===== src/raster_setup_pkg.sv =====
// Package for the raster setup parameter register bank.
// Assumes a classic Wishbone slave with 32-bit data and byte addresses.
package raster_setup_pkg;

  localparam int ADDR_W = 16;

  localparam logic [15:0] OFF_LINE_COUNT_DIR = 16'hab1c;
  localparam logic [15:0] OFF_TEX_BASE_V     = 16'hb504;
  localparam logic [15:0] OFF_TEX_BASE_U     = 16'hb508;
  localparam logic [15:0] OFF_W_STEP_X       = 16'hb50c;
  localparam logic [15:0] OFF_W_STEP_Y       = 16'hb510;
  localparam logic [15:0] OFF_W_INITIAL      = 16'hb514;
  localparam logic [15:0] OFF_D_STEP_X       = 16'hb518;
  localparam logic [15:0] OFF_V_STEP_X       = 16'hb51c;
  localparam logic [15:0] OFF_U_STEP_X       = 16'hb520;
  localparam logic [15:0] OFF_D_STEP_Y       = 16'hb524;
  localparam logic [15:0] OFF_V_STEP_Y       = 16'hb528;
  localparam logic [15:0] OFF_U_STEP_Y       = 16'hb52c;
  localparam logic [15:0] OFF_COMMAND        = 16'hb500;
  localparam logic [15:0] OFF_ACCUM_CTRL     = 16'hb5f0;
  localparam logic [15:0] OFF_W_ACCUM        = 16'hb5f4;

  localparam int LINE_COUNT_W   = 11;
  localparam int DIR_BIT        = 31;
  localparam int TEX_BASE_W     = 20;
  localparam int MIP_LSB        = 8;
  localparam int MIP_MSB        = 11;
  localparam int CMD3D_LSB      = 4;
  localparam int CMD3D_MSB      = 7;
  localparam logic [3:0] CMD_PERSP_A = 4'h5;
  localparam logic [3:0] CMD_PERSP_B = 4'h6;

  localparam logic [31:0] RESET_WORD = 32'h0000_0000;

  // Interpreted format of the U and V increments.
  typedef struct packed {
    logic       perspective;
    logic [3:0] shift;
  } uv_format_t;

  // Accumulator step commands from the control register.
  typedef struct packed {
    logic load;
    logic step_x;
    logic step_y;
  } accum_ctrl_t;

endpackage

===== src/raster_setup_parameter_regs.sv =====
// Raster setup parameter register bank with W, D, U and V accumulators.
// Assumes a classic Wishbone master on one 50 MHz clock.
// Behaviour
// - Line count register holds an 11-bit scanline count; bits 30-11 read zero.
// - Bit 31 selects direction: 0 right to left, 1 left to right.
// - Texture base vertical is 20 bits, format (4+s).(16-s); upper bits zero.
// - Texture base horizontal is 20 bits, same format; upper twelve bits zero.
// - W per-X and per-Y increments are 32-bit signed 12.19 values.
// - W is accumulated from its start value and serves as texture depth.
// - D per-X and per-Y increments are 32-bit signed 4.27 values.
// - Command 0101b or 0110b gives U and V increments format S(4+s).(27-s).
// - Otherwise U and V increments use sign, 12 integer, 8 filter, 11 fraction.
// - Shift s equals the mipmap level count in command bits 11 to 8.
// - Four separate registers hold U and V increments per X and per Y.
//
// Design decision made here: the Wishbone slave port.
`timescale 1ns/1ps
`default_nettype none

module raster_setup_parameter_regs
  import raster_setup_pkg::*;
(
  input  wire logic              clk_i,
  input  wire logic              rst_i,
  input  wire logic              cyc_i,
  input  wire logic              stb_i,
  input  wire logic              we_i,
  input  wire logic [3:0]        sel_i,
  input  wire logic [ADDR_W-1:0] adr_i,
  input  wire logic [31:0]       dat_i,
  output logic      [31:0]       dat_o,
  output logic                   ack_o,
  output logic                   err_o,
  output logic      [10:0]       line_count_o,
  output logic                   line_left_to_right_o,
  output logic      [19:0]       tex_base_v_o,
  output logic      [19:0]       tex_base_u_o,
  output uv_format_t             uv_format_o,
  output logic      [31:0]       w_accum_o,
  output logic      [31:0]       d_accum_o,
  output logic      [31:0]       u_accum_o,
  output logic      [31:0]       v_accum_o
);

  function automatic logic [31:0] merge(input logic [31:0] old,
                                        input logic [31:0] wd,
                                        input logic [3:0]  be);
    logic [31:0] r;
    r = old;
    for (int i = 0; i < 4; i++) begin
      if (be[i]) begin
        r[i*8 +: 8] = wd[i*8 +: 8];
      end
    end
    return r;
  endfunction

  logic [31:0] line_reg;
  logic [31:0] base_v;
  logic [31:0] base_u;
  logic [31:0] command;
  logic [31:0] w_init;
  logic [31:0] w_sx;
  logic [31:0] w_sy;
  logic [31:0] d_sx;
  logic [31:0] d_sy;
  logic [31:0] u_sx;
  logic [31:0] u_sy;
  logic [31:0] v_sx;
  logic [31:0] v_sy;
  logic [31:0] w_acc;
  logic [31:0] d_acc;
  logic [31:0] u_acc;
  logic [31:0] v_acc;
  logic [31:0] w_row;
  logic [31:0] d_row;
  logic [31:0] u_row;
  logic [31:0] v_row;
  logic        ack;

  wire         req     = cyc_i & stb_i & ~ack & ~err_o;
  wire         wr      = req & we_i;
  wire         ctrl_wr = wr & (adr_i == OFF_ACCUM_CTRL);
  accum_ctrl_t ctrl;
  assign ctrl = ctrl_wr ? accum_ctrl_t'(dat_i[2:0]) : 3'b000;

  wire hit_line = adr_i == OFF_LINE_COUNT_DIR;
  wire hit_bv   = adr_i == OFF_TEX_BASE_V;
  wire hit_bu   = adr_i == OFF_TEX_BASE_U;
  wire hit_cmd  = adr_i == OFF_COMMAND;
  wire hit_wi   = adr_i == OFF_W_INITIAL;
  wire hit_wx   = adr_i == OFF_W_STEP_X;
  wire hit_wy   = adr_i == OFF_W_STEP_Y;
  wire hit_dx   = adr_i == OFF_D_STEP_X;
  wire hit_dy   = adr_i == OFF_D_STEP_Y;
  wire hit_ux   = adr_i == OFF_U_STEP_X;
  wire hit_uy   = adr_i == OFF_U_STEP_Y;
  wire hit_vx   = adr_i == OFF_V_STEP_X;
  wire hit_vy   = adr_i == OFF_V_STEP_Y;
  wire hit_ctl  = adr_i == OFF_ACCUM_CTRL;
  wire hit_wa   = adr_i == OFF_W_ACCUM;
  wire mapped   = hit_line | hit_bv | hit_bu | hit_cmd | hit_wi | hit_wx |
                  hit_wy | hit_dx | hit_dy | hit_ux | hit_uy | hit_vx |
                  hit_vy | hit_ctl | hit_wa;

  wire [31:0] line_mask = {1'b1, 20'h0_0000, 11'h7ff};
  wire [31:0] base_mask = {12'h000, 20'hfffff};

  wire [3:0] cmd3d = command[CMD3D_MSB:CMD3D_LSB];
  assign uv_format_o.perspective = (cmd3d == CMD_PERSP_A) |
                                   (cmd3d == CMD_PERSP_B);
  assign uv_format_o.shift = command[MIP_MSB:MIP_LSB];

  logic [31:0] rdata;
  always_comb begin
    if (hit_line) begin
      rdata = line_reg & line_mask;
    end else if (hit_bv) begin
      rdata = base_v & base_mask;
    end else if (hit_bu) begin
      rdata = base_u & base_mask;
    end else if (hit_cmd) begin
      rdata = command;
    end else if (hit_wi) begin
      rdata = w_init;
    end else if (hit_wx) begin
      rdata = w_sx;
    end else if (hit_wy) begin
      rdata = w_sy;
    end else if (hit_dx) begin
      rdata = d_sx;
    end else if (hit_dy) begin
      rdata = d_sy;
    end else if (hit_ux) begin
      rdata = u_sx;
    end else if (hit_uy) begin
      rdata = u_sy;
    end else if (hit_vx) begin
      rdata = v_sx;
    end else if (hit_vy) begin
      rdata = v_sy;
    end else if (hit_wa) begin
      rdata = w_acc;
    end else begin
      rdata = RESET_WORD;
    end
  end

  always_ff @(posedge clk_i) begin
    if (rst_i) begin
      ack   <= 1'b0;
      err_o <= 1'b0;
      dat_o <= RESET_WORD;
    end else begin
      ack   <= req & mapped;
      err_o <= req & ~mapped;
      dat_o <= (req & ~we_i) ? rdata : RESET_WORD;
    end
  end
  assign ack_o = ack;

  always_ff @(posedge clk_i) begin
    if (rst_i) begin
      line_reg <= RESET_WORD;
      base_v   <= RESET_WORD;
      base_u   <= RESET_WORD;
      command  <= RESET_WORD;
      w_init   <= RESET_WORD;
      w_sx     <= RESET_WORD;
      w_sy     <= RESET_WORD;
      d_sx     <= RESET_WORD;
      d_sy     <= RESET_WORD;
      u_sx     <= RESET_WORD;
      u_sy     <= RESET_WORD;
      v_sx     <= RESET_WORD;
      v_sy     <= RESET_WORD;
    end else if (wr) begin
      if (hit_line) line_reg <= merge(line_reg, dat_i, sel_i) & line_mask;
      if (hit_bv)   base_v   <= merge(base_v, dat_i, sel_i) & base_mask;
      if (hit_bu)   base_u   <= merge(base_u, dat_i, sel_i) & base_mask;
      if (hit_cmd)  command  <= merge(command, dat_i, sel_i);
      if (hit_wi)   w_init   <= merge(w_init, dat_i, sel_i);
      if (hit_wx)   w_sx     <= merge(w_sx, dat_i, sel_i);
      if (hit_wy)   w_sy     <= merge(w_sy, dat_i, sel_i);
      if (hit_dx)   d_sx     <= merge(d_sx, dat_i, sel_i);
      if (hit_dy)   d_sy     <= merge(d_sy, dat_i, sel_i);
      if (hit_ux)   u_sx     <= merge(u_sx, dat_i, sel_i);
      if (hit_uy)   u_sy     <= merge(u_sy, dat_i, sel_i);
      if (hit_vx)   v_sx     <= merge(v_sx, dat_i, sel_i);
      if (hit_vy)   v_sy     <= merge(v_sy, dat_i, sel_i);
    end
  end

  // Row values hold the scanline start; a Y step advances the row and
  // restarts the span, an X step advances along the span.
  always_ff @(posedge clk_i) begin
    if (rst_i) begin
      w_acc <= RESET_WORD;
      d_acc <= RESET_WORD;
      u_acc <= RESET_WORD;
      v_acc <= RESET_WORD;
      w_row <= RESET_WORD;
      d_row <= RESET_WORD;
      u_row <= RESET_WORD;
      v_row <= RESET_WORD;
    end else if (ctrl.load) begin
      w_acc <= w_init;
      w_row <= w_init;
      d_acc <= RESET_WORD;
      d_row <= RESET_WORD;
      u_acc <= RESET_WORD;
      u_row <= RESET_WORD;
      v_acc <= RESET_WORD;
      v_row <= RESET_WORD;
    end else if (ctrl.step_y) begin
      w_acc <= w_row + w_sy;
      w_row <= w_row + w_sy;
      d_acc <= d_row + d_sy;
      d_row <= d_row + d_sy;
      u_acc <= u_row + u_sy;
      u_row <= u_row + u_sy;
      v_acc <= v_row + v_sy;
      v_row <= v_row + v_sy;
    end else if (ctrl.step_x) begin
      w_acc <= w_acc + w_sx;
      d_acc <= d_acc + d_sx;
      u_acc <= u_acc + u_sx;
      v_acc <= v_acc + v_sx;
    end
  end

  assign line_count_o         = line_reg[LINE_COUNT_W-1:0];
  assign line_left_to_right_o = line_reg[DIR_BIT];
  assign tex_base_v_o         = base_v[TEX_BASE_W-1:0];
  assign tex_base_u_o         = base_u[TEX_BASE_W-1:0];
  assign w_accum_o            = w_acc;
  assign d_accum_o            = d_acc;
  assign u_accum_o            = u_acc;
  assign v_accum_o            = v_acc;
endmodule // raster_setup_parameter_regs

`default_nettype wire


===== config.mk =====
export PLATFORM = sky130hd
export DESIGN_NAME = raster_setup_parameter_regs
export DESIGN_NICKNAME = d
export VERILOG_FILES = /design/src/raster_setup_pkg.sv /design/src/raster_setup_parameter_regs.sv
export SDC_FILE = /design/constraint.sdc
export NUM_CORES = 2
export LEC_CHECK = 0
export BUFFER_PORTS_ARGS = -buffer_cell sky130_fd_sc_hd__buf_2
export CAP_MARGIN = 20
export CORE_AREA = 5 5 509 310
export DETAILED_ROUTE_END_ITERATION = 16
export DIE_AREA = 0 0 514 315
export GPL_ROUTABILITY_DRIVEN = 0
export SLEW_MARGIN = 30
export SYNTH_ARGS = -nofsm -noshare
export SYNTH_HDL_FRONTEND = slang
export SYNTH_SLANG_ARGS = --single-unit

===== constraint.sdc =====
create_clock -name clk_i -period 3.3 [get_ports clk_i]
set_clock_uncertainty 0.1 [all_clocks]
set_input_delay 0.99 -clock clk_i [delete_from_list [all_inputs] [get_ports clk_i]]
set_output_delay 0.99 -clock clk_i [all_outputs]
set_load 0.005 [all_outputs]

==> flow_metrics.py <==
metrics = {
    "power": {
        "peakVddDrop_uv": 353,
        "p_sw_frac": 0.243,
        "clkPwrFrac": 0.490,
        "power_switching_mw": 4.02,
        "seqPwrFrac": 0.482,
        "power_frac_comb": 0.029,
        "powerDensity_nw_per_um2": 326,
        "p_int_mw": 12.6,
        "leakage_nw": 21.2,
        "fin_total_pwr_mw": 16.6,
    },
    "detailed_routing": {
        "wl_per_cell_um": 22.8,
        "dr.pass1.iters": 6,
        "drtIter0Drc": 5473,
        "vias": 41966,
        "ant_nets": 0,
        "drt_wl_total_um": 180000,
        "via_per_inst": 5.31,
        "drc": 0,
    },
    "floorplan": {
        "design.die.area_sq_um": 162000,
        "die_y_um": 315,
        "initial_core_util": 0.249,
        "die_w_um": 514,
        "core_area_sq_um": 152000,
        "io_pins": 276,
        "fp-row-count": 111,
    },
    "synth": {
        "ys_types": 88,
        "synth_ff_type": "dfxtp_1",
        "netlist_instances": 4959,
        "synth_warnings": 0,
        "syn_area_sq_um": 37800,
        "syn_avg_cell_area_sq_um": 7.63,
        "synth_seq_cells": 662,
        "syn_nets": 5272,
        "async_flop_share": 0,
        "synth_edf_count": 0,
        "yosysSeqAreaShare": 0.350,
    },
    "placement": {
        "hpwlAfterDp_um": 142000,
        "post_dp_cell_area_sq_um": 47100,
        "port_buffers": 275,
    },
    "worst_setup_path": {
        "reg2reg_from": "w_row[1]$_SDFFE_PP0P_",
        "cp-startpoint": "w_row[1]$_SDFFE_PP0P_",
        "reg2reg_setup_slack_ns": -0.03,
        "cp.required_ns": 3.69,
        "rr_endpoint": "w_row[29]$_SDFFE_PP0P_",
        "worstSetupStartpointType": "flip-flop",
        "critPathCapture": "w_row[29]$_SDFFE_PP0P_",
        "crit_arrival_ns": 3.72,
        "crit_fanout": 3,
        "worst_setup_path_end_kind": "flip-flop",
        "worstRegToRegCells": 15,
        "critPathKind": "reg -> reg",
    },
    "clocking": {
        "cts_buffer_depth": 3,
        "clock_latency_ns": 0.68,
        "root_buffer": "clkbuf_16",
        "cts_htree_levels": 3,
        "cts_tree": "built",
        "clock-sinks": 662,
        "cts.clk_slew.worst_paths_ns": 0.07,
        "cts_made_buffers": 66,
    },
    "timing": {
        "post-route-period-util": 1.01,
        "slew_headroom": 0.393,
        "grt_setup_unrepaired": "true",
        "worst_slew_pin_slew_ns": 0.910,
        "hold_viol": 0,
        "max_freq_mhz": 300,
        "slew_viol_final": 0,
        "period_minus_slack_ns": 3.33,
        "worst_slack_ns": -0.0280,
        "finalSetupViolCount": 6,
    },
    "global_routing": {
        "grt_overflow": 0,
        "grt_pass1_vias": 38036,
        "grt_pass1_wl_um": 255000,
        "grt_max_degree": 176,
        "antenna_found_initial": 19,
        "grt.total_usage": 0.209,
    },
    "final_layout": {
        "final_cell_area_sq_um": 50800,
        "drive_above_1_share": 0.239,
        "regArea_sq_um": 13300,
        "area_growth_pct": 34.3,
        "final_nets": 6126,
        "multi_input_area_sq_um": 24700,
        "fill_cells": 15950,
    },
    "status": {
        "violations": "setup timing",
        "status": "finished with violations",
    },
    "run": {
        "timing.max_cap.violations": 0,
    },
    "min_path": {
        "hold_path.class": "reg -> reg",
    },
}
==> synthesized netlist by cell type, types with 8 or more instances <==
master        n  area share
nand2_1    1112        0.11
a21oi_1     722       0.095
dfxtp_1     662        0.35
nor2_1      345       0.034
ha_1        248       0.082
o21ai_0     201       0.027
clkbuf_1    194       0.019
xnor2_1     116       0.027
a211oi_1    110       0.022
a21o_1      103       0.020
xor2_1       81       0.019
inv_1        77      0.0076
nand3_1      72      0.0095
a22oi_1      71       0.014
nor3_1       67      0.0089
o21a_1       56       0.011
o21ai_1      55      0.0073
a221oi_1     42      0.0097
a31oi_1      41      0.0068
and3_1       40      0.0066
nand2b_1     40      0.0066
nor2b_1      38      0.0063
o21bai_1     38      0.0075
buf_2        36      0.0048
mux2i_1      32      0.0085
and2_1       28      0.0046
o211ai_1     28      0.0056
a222oi_1     27      0.0071
or3_1        23      0.0038
nand4_1      18      0.0030
o31ai_1      16      0.0032
o22ai_1      15      0.0025
a22o_1       12      0.0028
buf_1        12      0.0012
mux2_2       11      0.0033
nor4_1       10      0.0017
and4_1        8      0.0019
fa_1          8      0.0042
nor3b_1       8      0.0016
o2111ai_1     8      0.0019
==> placed cells by master (no fill, tap or decap), types with 102 or more instances in the layout <==
cell	count
o21ai_0	195
nand2_1	1106
buf_2	274
xnor2_1	116
dfxtp_1	635
a21oi_1	691
nor2_1	333
ha_1	225
buf_4	693
a21o_1	102
==> through the flow <==
step / util / setup slack [ns] / TNS [ns] / hold slack (ns) / instances
final: 0.334 / -0.0280 / -0.0736 / 0.358 / 7905
after global routing: 0.334 / -0.141 / -1.37 / 0.371 / 7903
after CTS: 0.327 / -0.0470 / -0.109 / 0.360 / 7887
after detailed placement: 0.310 / -0.412 / -50.10 / 0.350 / 7763
after global placement: 0.310 / -0.556 / -35.54 / 0.342 / 7763
after floorplan: - / 0.00821 / 0 / 0.326 / 4959
==> cell type report <==
cell class	count	area share
clock buffers	90	0.0380
well taps	2034	0.0501
repair buffers	1032	0.153
flip-flops and latches	662	0.262
diodes	8	0.000394
inverters	78	0.00576
clock inverters	28	0.00576
multi-input cells	3973	0.485
==> logic make-up after synthesis <==
kind of cell    count (synthesis)  synth area share
mux                            43            0.0117
flops                         662             0.350
fa+ha+maj                     256            0.0862
buf+inv                       324            0.0337
xor+xnor                      198            0.0460
compound gates               1632             0.266
simple gates                 1844             0.206
==> critical path, stage by stage (launching register included) <==
cell	delay (ns)
dfxtp_1	0.33
buf_4	0.15
ha_1	0.27
a21o_1	0.16
nand4_1	0.11
nand3_1	0.21
a21oi_1	0.10
buf_4	0.16
o21ai_1	0.16
buf_4	0.20
a21oi_2	0.10
o21ai_0	0.38
o21ai_1	0.15
buf_4	0.17
a32oi_1	0.29
a21oi_1	0.11
==> what timing repair did <==
item                                    CTS  global route
pin swaps                                33           122
hold buffers                              0             0
gates resized for setup                  83           189
buffers inserted                          9            16
endpoints found under the setup margin   67            85
==> power by group through the flow <==
stage          Combinational [mW]  Clock (mW)  Sequential (mW)
3_3_place_gp                0.455           0             8.17
5_1_grt                     0.485        8.56             7.98
3_5_place_dp                0.455           0             8.17
6_report                    0.474        8.12             7.98
4_1_cts                     0.456        8.22             7.98
2_1_floorplan               0.216           0             8.17
==> layer usage <==
metal	share of wire	global-route usage
met3	0.12	0.0654
met2	0.42	0.302
met1	0.43	0.296
met4	0.029	0.0603
met5	0.00022	0
==> worst min-delay path by stage <==
stage	from	end	slack, ns	depth (start not counted)
after floorplan	d_row[29]$_SDFFE_PP0P_	d_row[29]$_SDFFE_PP0P_	0.33	2
after global placement	command[1]$_SDFFE_PP0P_	command[1]$_SDFFE_PP0P_	0.34	2
after detailed placement	command[12]$_SDFFE_PP0P_	command[12]$_SDFFE_PP0P_	0.35	2
after CTS	command[12]$_SDFFE_PP0P_	command[12]$_SDFFE_PP0P_	0.36	2
after global routing	u_row[29]$_SDFFE_PP0P_	u_row[29]$_SDFFE_PP0P_	0.37	2
final	command[3]$_SDFFE_PP0P_	command[3]$_SDFFE_PP0P_	0.36	2
Power figures use the tool's default switching activity.
